### config.mk
export PLATFORM = sky130hd
export DESIGN_NAME = fttc_top
export DESIGN_NICKNAME = d
export VERILOG_FILES = /design/src/fttc_pkg.sv /design/src/fttc_top.sv
export SDC_FILE = /design/constraint.sdc
export NUM_CORES = 1
export LEC_CHECK = 0
export BUFFER_PORTS_ARGS = -buffer_cell sky130_fd_sc_hd__buf_2
export CAP_MARGIN = 20
export CORE_MARGIN = 5
export CORE_UTILIZATION = 40
export CTS_CLUSTER_SIZE = 28
export DETAILED_ROUTE_END_ITERATION = 10
export MAX_ROUTING_LAYER = met4
export PLACE_DENSITY = 0.65
export SLEW_MARGIN = 10
export SYNTH_ARGS = -nofsm -noshare
export SYNTH_HDL_FRONTEND = slang
export SYNTH_SLANG_ARGS = --single-unit
### constraint.sdc
create_clock -name clk_i -period 5.34 [get_ports clk_i]
set_input_delay 0.801 -clock clk_i [delete_from_list [all_inputs] [get_ports clk_i]]
set_output_delay 0.801 -clock clk_i [all_outputs]
set_load 0.01 [all_outputs]
### src/fttc_pkg.sv
// Constants and types of the field threshold and bias trim configuration block
// ----------------------------------------------------------------------------
// Operation
// - An 8-bit trim value, 0 to 255, sets the bias current reduction.
// - One enable per axis, X and Y; 1 trims that axis, 0 does not.
// - Both enables set: both axes get the same reduction, no imbalance correction.
// - Low flag when field is below low threshold; high flag when above high threshold.
// - Each flag switches with 6 mT hysteresis between rising and falling points.
// - Low and high thresholds are 3-bit codes in configuration register 6.
// - Codes 000 to 111 map to 26..126 mT rising, falling 6 mT lower.
// - A low code above the high code is accepted unchanged.
// - High flag at bit 7, low flag at bit 6 of status register 27.
// - Each flag's live state also drives its own output pin.
// - Frame after a read command returns the register in bits 15..8, flags in bits 15 and 14.
// - After reset the high code is 111 and the low code is 000.
// ----------------------------------------------------------------------------
package fttc_pkg;

   // ----------------------------------------------------------------------------
   // Register addresses (5-bit serial address space)
   // ----------------------------------------------------------------------------
   localparam logic [4:0] FTTC_ADDR_TRIM = 5'h02;
   localparam logic [4:0] FTTC_ADDR_AXIS = 5'h03;
   localparam logic [4:0] FTTC_ADDR_THRESH = 5'h06;
   localparam logic [4:0] FTTC_ADDR_STATUS = 5'h1b;

   // ----------------------------------------------------------------------------
   // Field positions
   // ----------------------------------------------------------------------------
   localparam int FTTC_AXIS_X_BIT = 0;
   localparam int FTTC_AXIS_Y_BIT = 1;
   localparam int FTTC_LO_THR_LSB = 5;
   localparam int FTTC_HI_THR_LSB = 2;
   localparam int FTTC_HI_FLAG_BIT = 7;
   localparam int FTTC_LO_FLAG_BIT = 6;

   // ----------------------------------------------------------------------------
   // Reset values
   // ----------------------------------------------------------------------------
   localparam logic [7:0] FTTC_TRIM_RESET = 8'h00;
   localparam logic [1:0] FTTC_AXIS_RESET = 2'h0;
   localparam logic [2:0] FTTC_LO_THR_RESET = 3'h0;
   localparam logic [2:0] FTTC_HI_THR_RESET = 3'h7;

   // ----------------------------------------------------------------------------
   // Serial command format: opcode in bits 15..13, address in 12..8, value 7..0
   // ----------------------------------------------------------------------------
   localparam logic [2:0] FTTC_OP_READ = 3'h2;
   localparam logic [2:0] FTTC_OP_WRITE = 3'h4;
   localparam logic [4:0] FTTC_FRAME_BITS = 5'h10;

   // ----------------------------------------------------------------------------
   // Field thresholds in mT: rising points per code, hysteresis below them
   // ----------------------------------------------------------------------------
   localparam logic [7:0] FTTC_HYST_MT = 8'h06;
   localparam logic [7:0] FTTC_RISE_MT [8] = '{8'h1a, 8'h29, 8'h38, 8'h46,
                                              8'h54, 8'h62, 8'h70, 8'h7e};

   // ----------------------------------------------------------------------------
   // Carried types
   // ----------------------------------------------------------------------------
   typedef struct packed {
      logic [7:0] amount;
      logic x_en;
      logic y_en;
   } fttc_trim_t;

   typedef struct packed {
      logic [2:0] lo;
      logic [2:0] hi;
   } fttc_thresh_t;

   typedef struct packed {
      logic [2:0] sclk_s;
      logic [2:0] cs_s;
      logic [2:0] mosi_s;
      logic sclk_f;
      logic cs_n_f;
      logic mosi_f;
      logic [15:0] rx;
      logic [15:0] tx;
      logic [4:0] cnt;
      logic [15:0] resp;
      logic miso;
      logic miso_oe_n;
      fttc_trim_t trim;
      logic [7:0] x_amount;
      logic [7:0] y_amount;
      fttc_thresh_t thr;
      logic lo_flag;
      logic hi_flag;
   } fttc_state_t;

endpackage

### src/fttc_top.sv
// Serial register slave, bias trim outputs and field threshold flags
`timescale 1ns/100ps
module fttc_top (
   // Clock and reset
   input wire logic clk_i,
   input wire logic rst_i,
   // Serial pins from the host
   input wire logic sclk_i,
   input wire logic cs_n_i,
   input wire logic mosi_i,
   output logic miso_o,
   output logic miso_oe_n_o,
   // Measured field strength in mT, from the front end
   input wire logic [7:0] field_mt_i,
   // Bias trim to the sensing elements
   output logic [7:0] bias_trim_amount_o,
   output logic trim_x_axis_enable_o,
   output logic trim_y_axis_enable_o,
   output logic [7:0] trim_x_amount_o,
   output logic [7:0] trim_y_amount_o,
   // Field alarm pins
   output logic field_low_flag_o,
   output logic field_high_flag_o
);

   // ----------------------------------------------------------------------------
   // Decoding helpers
   // ----------------------------------------------------------------------------

   // Rising switching point of a threshold code
   function automatic logic [7:0] rise_mt(input logic [2:0] code);
      rise_mt = fttc_pkg::FTTC_RISE_MT[code];
   endfunction

   // Falling switching point, one hysteresis below the rising one
   function automatic logic [7:0] fall_mt(input logic [2:0] code);
      fall_mt = rise_mt(code) - fttc_pkg::FTTC_HYST_MT;
   endfunction

   // Register read mux
   function automatic logic [7:0] reg_read(input logic [4:0] addr,
                                           input fttc_pkg::fttc_state_t s);
      unique case (addr)
         fttc_pkg::FTTC_ADDR_TRIM: reg_read = s.trim.amount;
         fttc_pkg::FTTC_ADDR_AXIS: reg_read = {6'h00, s.trim.y_en, s.trim.x_en};
         fttc_pkg::FTTC_ADDR_THRESH: reg_read = {s.thr.lo, s.thr.hi, 2'h0};
         fttc_pkg::FTTC_ADDR_STATUS: reg_read = {s.hi_flag, s.lo_flag, 6'h00};
         default: reg_read = 8'h00;
      endcase
   endfunction

   // ----------------------------------------------------------------------------
   // State
   // ----------------------------------------------------------------------------
   fttc_pkg::fttc_state_t q;
   fttc_pkg::fttc_state_t d;

   logic sclk_rise;
   logic sclk_fall;
   logic frame_start;
   logic frame_end;
   logic [2:0] cmd_op;
   logic [4:0] cmd_addr;
   logic [7:0] cmd_val;

   // ----------------------------------------------------------------------------
   // Next state
   // ----------------------------------------------------------------------------
   always_comb begin
      d = q;
      // Three-stage pin capture; a level counts once stages two and three agree
      d.sclk_s = {q.sclk_s[1:0], sclk_i};
      d.cs_s = {q.cs_s[1:0], cs_n_i};
      d.mosi_s = {q.mosi_s[1:0], mosi_i};
      if (q.sclk_s[1] == q.sclk_s[2]) begin
         d.sclk_f = q.sclk_s[2];
      end
      if (q.cs_s[1] == q.cs_s[2]) begin
         d.cs_n_f = q.cs_s[2];
      end
      if (q.mosi_s[1] == q.mosi_s[2]) begin
         d.mosi_f = q.mosi_s[2];
      end

      // Edges of the filtered levels
      sclk_rise = d.sclk_f & ~q.sclk_f & ~q.cs_n_f;
      sclk_fall = ~d.sclk_f & q.sclk_f & ~q.cs_n_f;
      frame_start = ~d.cs_n_f & q.cs_n_f;
      frame_end = d.cs_n_f & ~q.cs_n_f;

      // Frame start: previous answer goes out MSB first
      if (frame_start) begin
         d.tx = q.resp;
         d.miso = q.resp[15];
         d.miso_oe_n = 1'b0;
         d.cnt = 5'h00;
         d.rx = 16'h0000;
      end

      // Sample on rising clock, shift out on falling clock
      if (sclk_rise) begin
         d.rx = {q.rx[14:0], q.mosi_f};
         if (q.cnt != fttc_pkg::FTTC_FRAME_BITS) begin
            d.cnt = q.cnt + 5'h01;
         end
      end
      if (sclk_fall) begin
         d.tx = {q.tx[14:0], 1'b0};
         d.miso = q.tx[14];
      end

      // Command decode when a full frame ends
      cmd_op = q.rx[15:13];
      cmd_addr = q.rx[12:8];
      cmd_val = q.rx[7:0];
      if (frame_end) begin
         d.miso = 1'b0;
         d.miso_oe_n = 1'b1;
         d.resp = 16'h0000;
         if (q.cnt == fttc_pkg::FTTC_FRAME_BITS) begin
            if (cmd_op == fttc_pkg::FTTC_OP_WRITE) begin
               unique case (cmd_addr)
                  fttc_pkg::FTTC_ADDR_TRIM: begin
                     d.trim.amount = cmd_val;
                  end
                  fttc_pkg::FTTC_ADDR_AXIS: begin
                     d.trim.x_en = cmd_val[fttc_pkg::FTTC_AXIS_X_BIT];
                     d.trim.y_en = cmd_val[fttc_pkg::FTTC_AXIS_Y_BIT];
                  end
                  fttc_pkg::FTTC_ADDR_THRESH: begin
                     // Any pair of codes is kept as written
                     d.thr.lo = cmd_val[fttc_pkg::FTTC_LO_THR_LSB +: 3];
                     d.thr.hi = cmd_val[fttc_pkg::FTTC_HI_THR_LSB +: 3];
                  end
                  // Status and unmapped addresses ignore writes
                  default: begin
                  end
               endcase
               d.resp = {reg_read(cmd_addr, d), 8'h00};
            end else if (cmd_op == fttc_pkg::FTTC_OP_READ) begin
               d.resp = {reg_read(cmd_addr, q), 8'h00};
            end
         end
      end

      // Per-axis trim; both enabled gives equal reduction on both axes
      d.x_amount = q.trim.x_en ? q.trim.amount : 8'h00;
      d.y_amount = q.trim.y_en ? q.trim.amount : 8'h00;

      // High flag: set above rising point, clear below falling point
      if (field_mt_i >= rise_mt(q.thr.hi)) begin
         d.hi_flag = 1'b1;
      end else if (field_mt_i < fall_mt(q.thr.hi)) begin
         d.hi_flag = 1'b0;
      end
      // Low flag: set below falling point, clear above rising point
      if (field_mt_i < fall_mt(q.thr.lo)) begin
         d.lo_flag = 1'b1;
      end else if (field_mt_i >= rise_mt(q.thr.lo)) begin
         d.lo_flag = 1'b0;
      end
   end

   // ----------------------------------------------------------------------------
   // State register
   // ----------------------------------------------------------------------------
   always_ff @(posedge clk_i or posedge rst_i) begin
      if (rst_i) begin
         q <= '0;
         q.cs_s <= 3'h7;
         q.cs_n_f <= 1'b1;
         q.miso_oe_n <= 1'b1;
         q.trim.amount <= fttc_pkg::FTTC_TRIM_RESET;
         q.trim.x_en <= fttc_pkg::FTTC_AXIS_RESET[0];
         q.trim.y_en <= fttc_pkg::FTTC_AXIS_RESET[1];
         q.thr.lo <= fttc_pkg::FTTC_LO_THR_RESET;
         q.thr.hi <= fttc_pkg::FTTC_HI_THR_RESET;
      end else begin
         q <= d;
      end
   end

   // ----------------------------------------------------------------------------
   // Outputs, all from flip-flops
   // ----------------------------------------------------------------------------
   assign miso_o = q.miso;
   assign miso_oe_n_o = q.miso_oe_n;
   assign bias_trim_amount_o = q.trim.amount;
   assign trim_x_axis_enable_o = q.trim.x_en;
   assign trim_y_axis_enable_o = q.trim.y_en;
   assign trim_x_amount_o = q.x_amount;
   assign trim_y_amount_o = q.y_amount;
   assign field_low_flag_o = q.lo_flag;
   assign field_high_flag_o = q.hi_flag;

endmodule // fttc_top

[Word level (Yosys, flattened, before mapping)]
Memory sizes are Yosys's and may differ from the RTL's.
Index checks and enable logic that the tools add are counted.
Word-level totals
  register bits: 100
  bits in latches: 0
  bits in writable memories: 0
  bits in read-only memories: 128
  bits of input ports: 13
  output and inout port bits: 30
  word-level logic and storage cells: 92
  memories: 2
Memories
  (no name shown): words 8, width 8, read ports 1, clocked after memory_dff 0, wr ports 0, line fttc_top.sv:32  | rise_mt = fttc_pkg::FTTC_RISE_MT[code];
  (no name shown): words 8, width 8, read ports 1, clocked after memory_dff 0, wr ports 0, line fttc_top.sv:32
Operators by class
  $add $sub $neg: 3
  multiply operators: 0
  divide/modulo/power cells: 0
  order comparisons: 6
  equal/unequal tests: 11
  shift-type cells: 0
  muxes and demuxes: 30
  bitwise logic cells: 12
  reductions and logical operators: 7
Operator list (count)
  $mux 16: 4
  $pmux 8 s4: 2
  $mux 8: 7
  $mux 37: 1
  $mux 10: 2
  $ge 8x8->1: 2
  $lt 8x8->1: 2
  $sub 8x3->8 const B: 2
  $mux 15: 1
  $mux 12: 1
  $eq 5x2->1 const B: 2
  $eq 5x5->1 const B: 2
  $mux 5: 2
  $reduce_bool 2->1: 5
  $ge 4x4->1 const B: 2
  $not 3->4: 2
  $mux 1: 7
  $and 1x1->1: 6
  $mux 6: 1
  $add 5x1->5 const B: 1
  $eq 5x3->1 const B: 1
  $ne 5x5->1 const B: 1
  $mux 2: 2
  $not 1->1: 4
  other kinds (5): 7

[Logic depth before layout (Yosys ltp)]
  word-level depth: 8
  mapped depth: 13
  gate-level depth less buffers: 13

[Worst setup path before layout]
No wires, ideal clock.
  path type: reg-to-reg
  start point: register q[2] (netlist name)
  end point: register q (netlist bit field_high_flag_o)
  library setup time: 0.124 ns
  data arrival time: 2.864 ns
  required time: 5.216 ns
  path slack: 2.352 ns
  cell stages (with the launch flop): 13
  buffers on the path: 0
  period minus slack after synthesis: 2.988 ns
  cells stage by stage: dfstp_2 -> inv_1 -> ha_1 -> nor2b_1 -> a21oi_1 -> ha_1 -> nor3b_1 -> nand3b_1 -> ha_1 -> and4_1 -> a211oi_1 -> nand2_1 -> a211o_1
On the way
  word-level cells in the longest chain between the ends: 7
  elaborated cells on any way between the ends: 9
  those cells by class: 1 x add/sub; 2 x order compare; 3 x mux; 1 x bitwise; 1 x reduce/logical; 1 x memory
Ends and longest elaborated chain
  start, declared: line fttc_top.sv:55  | fttc_pkg::fttc_state_t q;
  $not 3->4 (implied by the code) (*): line fttc_top.sv:32
  $mem_v2 8x8 (*)
  $mux 8 (implied by the code) (*) (2 in series): line fttc_top.sv:32
  $sub 8x3->8: line fttc_top.sv:37  | fall_mt = rise_mt(code) - fttc_pkg::FTTC_HYST_MT;
  $lt 8x8->1: line fttc_top.sv:153  | end else if (field_mt_i < fall_mt(q.thr.hi)) begin
  $reduce_bool 2->1 (no line)
Every way passes the cells marked *; elsewhere a longest branch is shown, timed or not. The select of a mux whose other input is x is not followed.
A chain may end at the register's enable or synchronous reset.

[Worst setup path after layout]
Ends and elaborated chain as after synthesis.

==> impl_metrics.prom <==
# TYPE chip_impl_metric gauge
chip_impl_metric{name="clk_slew_on_worst_s_h_paths",unit="ns"} 0.06
chip_impl_metric{name="setup-violations-final",unit=""} 0
chip_impl_metric{name="cts-resized-gates",unit=""} 0
chip_impl_metric{name="max_slew_margin",unit="%"} 33.9
chip_impl_metric{name="post-route-min-period",unit="ns"} 3.27
chip_impl_metric{name="numCtsBuffers",unit=""} 9
chip_impl_metric{name="final_layout_size_suffix_gt1_share",unit="%"} 20.2
chip_impl_metric{name="final_cell_area",unit="um2"} 5310
chip_impl_info{name="min_path_type",value="flip-flop to flip-flop"} 1
chip_impl_metric{name="layout-area-overhead-vs-synth",unit="%"} 9.44
chip_impl_metric{name="routed_via_density",unit=""} 5.17
chip_impl_metric{name="placement.io_buffers",unit=""} 42
chip_impl_metric{name="timing.final.hold_violations",unit=""} 0
chip_impl_metric{name="period_share",unit="%"} 61.3
chip_impl_metric{name="core_region_area",unit="um2"} 12000
chip_impl_metric{name="placedCellCount",unit=""} 621
chip_impl_info{name="dominantRegCellSynth",value="dfrtp_1"} 1
chip_impl_metric{name="report.power.total",unit="mW"} 1.34
chip_impl_metric{name="cts-htree-levels",unit=""} 3
chip_impl_metric{name="required",unit="ns"} 5.56
chip_impl_metric{name="timing.max_cap.violations",unit=""} 0
chip_impl_info{name="setup.worst_path.class",value="flip-flop to flip-flop"} 1
chip_impl_metric{name="final.setup.worst_slack",unit="ns"} 2.07
chip_impl_metric{name="die_area",unit="um2"} 14400
chip_impl_metric{name="final_max_slew_viol_count",unit=""} 0
chip_impl_metric{name="grt_start_max_net_pins",unit=""} 58
chip_impl_metric{name="detail_route.iter0.violations",unit=""} 236
chip_impl_metric{name="synth.avg_cell_area",unit="um2"} 10.4
chip_impl_metric{name="globalRouteOverflowTotal",unit=""} 0
chip_impl_info{name="crit_path_start_kind",value="flip-flop"} 1
chip_impl_metric{name="firstDrtPassIters",unit=""} 4
chip_impl_metric{name="final_net_count",unit=""} 541
chip_impl_metric{name="wire_per_inst",unit="um"} 14.5
chip_impl_info{name="cts_root_buf",value="clkbuf_16"} 1
chip_impl_metric{name="post-dp-hpwl",unit="mm"} 6.73
chip_impl_info{name="grt_setup_unrepaired",value="false"} 1
chip_impl_metric{name="antenna_found_initial",unit=""} 0
chip_impl_metric{name="static-leakage-power",unit="nW"} 2.56
chip_impl_metric{name="worst_reg_to_reg_setup_slack",unit="ns"} 2.07
chip_impl_metric{name="register_area",unit="um2"} 2110
chip_impl_info{name="yosysMostFrequentCell",value="dfrtp_1"} 1
chip_impl_metric{name="dpl-instance-area",unit="um2"} 5010
chip_impl_metric{name="synth_fa_ha_area_share",unit="%"} 11.0
chip_impl_metric{name="crit_arrival",unit="ns"} 3.49
chip_impl_metric{name="n_fill_cell",unit=""} 1113
chip_impl_metric{name="tritoncts_num_sinks",unit=""} 84
chip_impl_metric{name="synthesis.nets",unit=""} 523
chip_impl_metric{name="power_density_over_the_cells",unit="nW/um2"} 252
chip_impl_metric{name="postSynthRegisterBits",unit=""} 84
chip_impl_metric{name="row_count",unit=""} 40
chip_impl_metric{name="synthCells",unit=""} 468
chip_impl_metric{name="synth-compound-area-share",unit="%"} 9.78
chip_impl_metric{name="post_synth_instance_area",unit="um2"} 4850
chip_impl_metric{name="die_span_x",unit="um"} 120
chip_impl_metric{name="path_max_fanout",unit=""} 10
chip_impl_metric{name="final.setup_skew",unit="ns"} 0.00905
chip_impl_metric{name="initial_utilization",unit="%"} 40.5
chip_impl_metric{name="multi_input_comb_area",unit="um2"} 2380
chip_impl_info{name="synth_commonest_cells",value="dfrtp_1, nand2_1, ha_1"} 1
chip_impl_metric{name="synth.top_cell.area_share",unit="%"} 39.2
chip_impl_info{name="post_synth_main_area_contributors",value="dfrtp_1, ha_1, dfstp_2, buf_4, nand2_1"} 1
chip_impl_metric{name="yosys.area_share.simple",unit="%"} 17.8
chip_impl_metric{name="totalNegativeSetupSlack",unit="ns"} 0
chip_impl_metric{name="drt-total-wl",unit="mm"} 9.27
chip_impl_metric{name="post_cts_hold_buffer_count",unit=""} 0
chip_impl_info{name="combinational_family_with_the_most_area_after_synthesis",value="simple AND/OR/NAND/NOR gates"} 1
chip_impl_info{name="outcome",value="complete, no violations"} 1
chip_impl_metric{name="synthDistinctLibCells",unit=""} 58
chip_impl_metric{name="timing.fmax",unit="GHz"} 0.306
chip_impl_metric{name="setup_ws_pre_cts",unit="ns"} 2.10
chip_impl_metric{name="finalNonFillerCells",unit=""} 638
chip_impl_metric{name="die_ht",unit="um"} 120
chip_impl_metric{name="routed-via-count",unit=""} 3301
chip_impl_info{name="cts_tree",value="done"} 1
chip_impl_metric{name="remaining_routing_drc_violations",unit=""} 0
chip_impl_metric{name="grt_usage",unit="%"} 13.9
chip_impl_info{name="end_kind",value="flip-flop"} 1
chip_impl_metric{name="synth_seq_area_share",unit="%"} 43.6
chip_impl_metric{name="post-cts-setup-buffers",unit=""} 0
chip_impl_metric{name="first_global_vias",unit=""} 3313
chip_impl_metric{name="drtAntennaViolNets",unit=""} 0
chip_impl_metric{name="antennaDiodeCount",unit=""} 0
chip_impl_metric{name="yosysWarningCount",unit=""} 0
chip_impl_metric{name="worst_pin_slew",unit="ns"} 0.989
chip_impl_metric{name="gp_routability_congestion",unit=""} 0.875
chip_impl_metric{name="synth_edf_count",unit=""} 0
chip_impl_metric{name="number_of_top_level_design_ports",unit=""} 43
chip_impl_metric{name="first_pass_grt_wire_length",unit="mm"} 15.8
chip_impl_metric{name="postSynth.asyncResetShare",unit="%"} 100
chip_impl_info{name="yosys.area.top_type",value="dfrtp_1"} 1
chip_impl_metric{name="muxShareOfSynthArea",unit="%"} 8.67
chip_impl_metric{name="max-vdd-ir-drop",unit="mV"} 0.158
chip_impl_metric{name="cts_buffer_depth",unit=""} 2
chip_impl_metric{name="clock_latency",unit="ns"} 0.34
chip_impl_metric{name="yosys.area_share.xor_xnor",unit="%"} 1.63
-- cell families after synthesis --
logic type / count (synthesis)
simple gates: 152
flops: 84
compound gates: 77
buf+inv: 67
fa+ha+maj: 43
mux: 36
xor+xnor: 9
-- critical path, cell delays in order (launching register included) --
cell and delay [ns]:
dfstp_2 0.62, inv_1 0.11, ha_1 0.34, nor2b_1 0.24
a21oi_1 0.12, ha_1 0.23, nor3b_1 0.32, nand3b_1 0.12
ha_1 0.30, and4_1 0.21, a211oi_1 0.22, nand2_1 0.08
a211o_1 0.26
-- where the power goes --
group	switching (mW)	internal (mW)	leakage, nW
sequential	0.0113	0.652	1.12
combinational	0.0545	0.0365	1.31
clock	0.264	0.320	0.131
total	0.329	1.01	2.56
-- layer usage --
| metal | vias up | GRT usage [%] | part of all wire (%) |
|---|---|---|---|
| met5 | - | - | 0 |
| met4 | 0 | 6.01 | 2.6 |
| met3 | 19 | 2.69 | 3.8 |
| met2 | 59 | 21.8 | 47 |
| met1 | 1590 | 17.5 | 47 |
| li1 | 1633 | - | - |
-- cells in the final DEF, fill, tap and decap left out, types with 3 or more instances in the layout --
master     synthesis  final
a211o_1            3      3
buf_2              3     42
mux2_4            10     10
and2_1            17     17
mux2i_1           18     18
nand3_1            3      3
nand2_1           49     49
xnor2_1            6      6
xor2_1             3      3
and4_1             3      3
o22ai_1            6      6
a21oi_1           27     27
nand3b_1          21     21
ha_1              42     42
nor3b_1            5      5
mux2_2             8      8
nor2b_1           14     14
o21ai_0           21     21
dfrtp_1           76     76
dfstp_2            8      8
clkbuf_16          0      9
inv_1             29     28
nor2_1            21     21
-- registers in the layout, indices dropped and copies added (netlist names) --
register	flops
field_high_flag_o	1
trim_x_amount_o	8
trim_y_amount_o	8
trim_y_axis_enable_o	1
cmd_val	8
field_low_flag_o	1
q	32
cmd_addr	5
d	6
bias_trim_amount_o	8
miso_oe_n_o	1
trim_x_axis_enable_o	1
cmd_op	3
miso_o	1
-- stage by stage --
step	hold WS [ns]	util, %
after global placement	0.337	41.8
final	0.349	44.4
after floorplan	0.331	-
after global routing	0.355	44.4
after detailed placement	0.338	41.9
after CTS	0.352	44.2
-- worst paths after layout --
kind / startpoint / endpoint / cells after the start
worst min-delay path: d[93]$_DFF_PP0_ / d[94]$_DFF_PP0_ / 0
worst min register to register: d[93]$_DFF_PP0_ / d[94]$_DFF_PP0_ / 0
max in group asynchronous: rst_i / cmd_addr[3]$_DFFE_PP0P_ / 3
min in group asynchronous: rst_i / q[67]$_DFFE_PP0P_ / 2
worst max register to register: q[2]$_DFFE_PP1P_ / field_high_flag_o$_DFFE_PP0P_ / 12
worst max-delay path: q[2]$_DFFE_PP1P_ / field_high_flag_o$_DFFE_PP0P_ / 12
-- cell type report --
cell class              instances  area share [%]
clock buffers                  10            4.31
clock inverters                 6           0.919
inverters                      29            2.07
multi-input cells             317            44.8
flip-flops and latches         84            39.8
well taps                     147            3.47
repair buffers                 45            4.60
(Power assumes the default switching activity.)
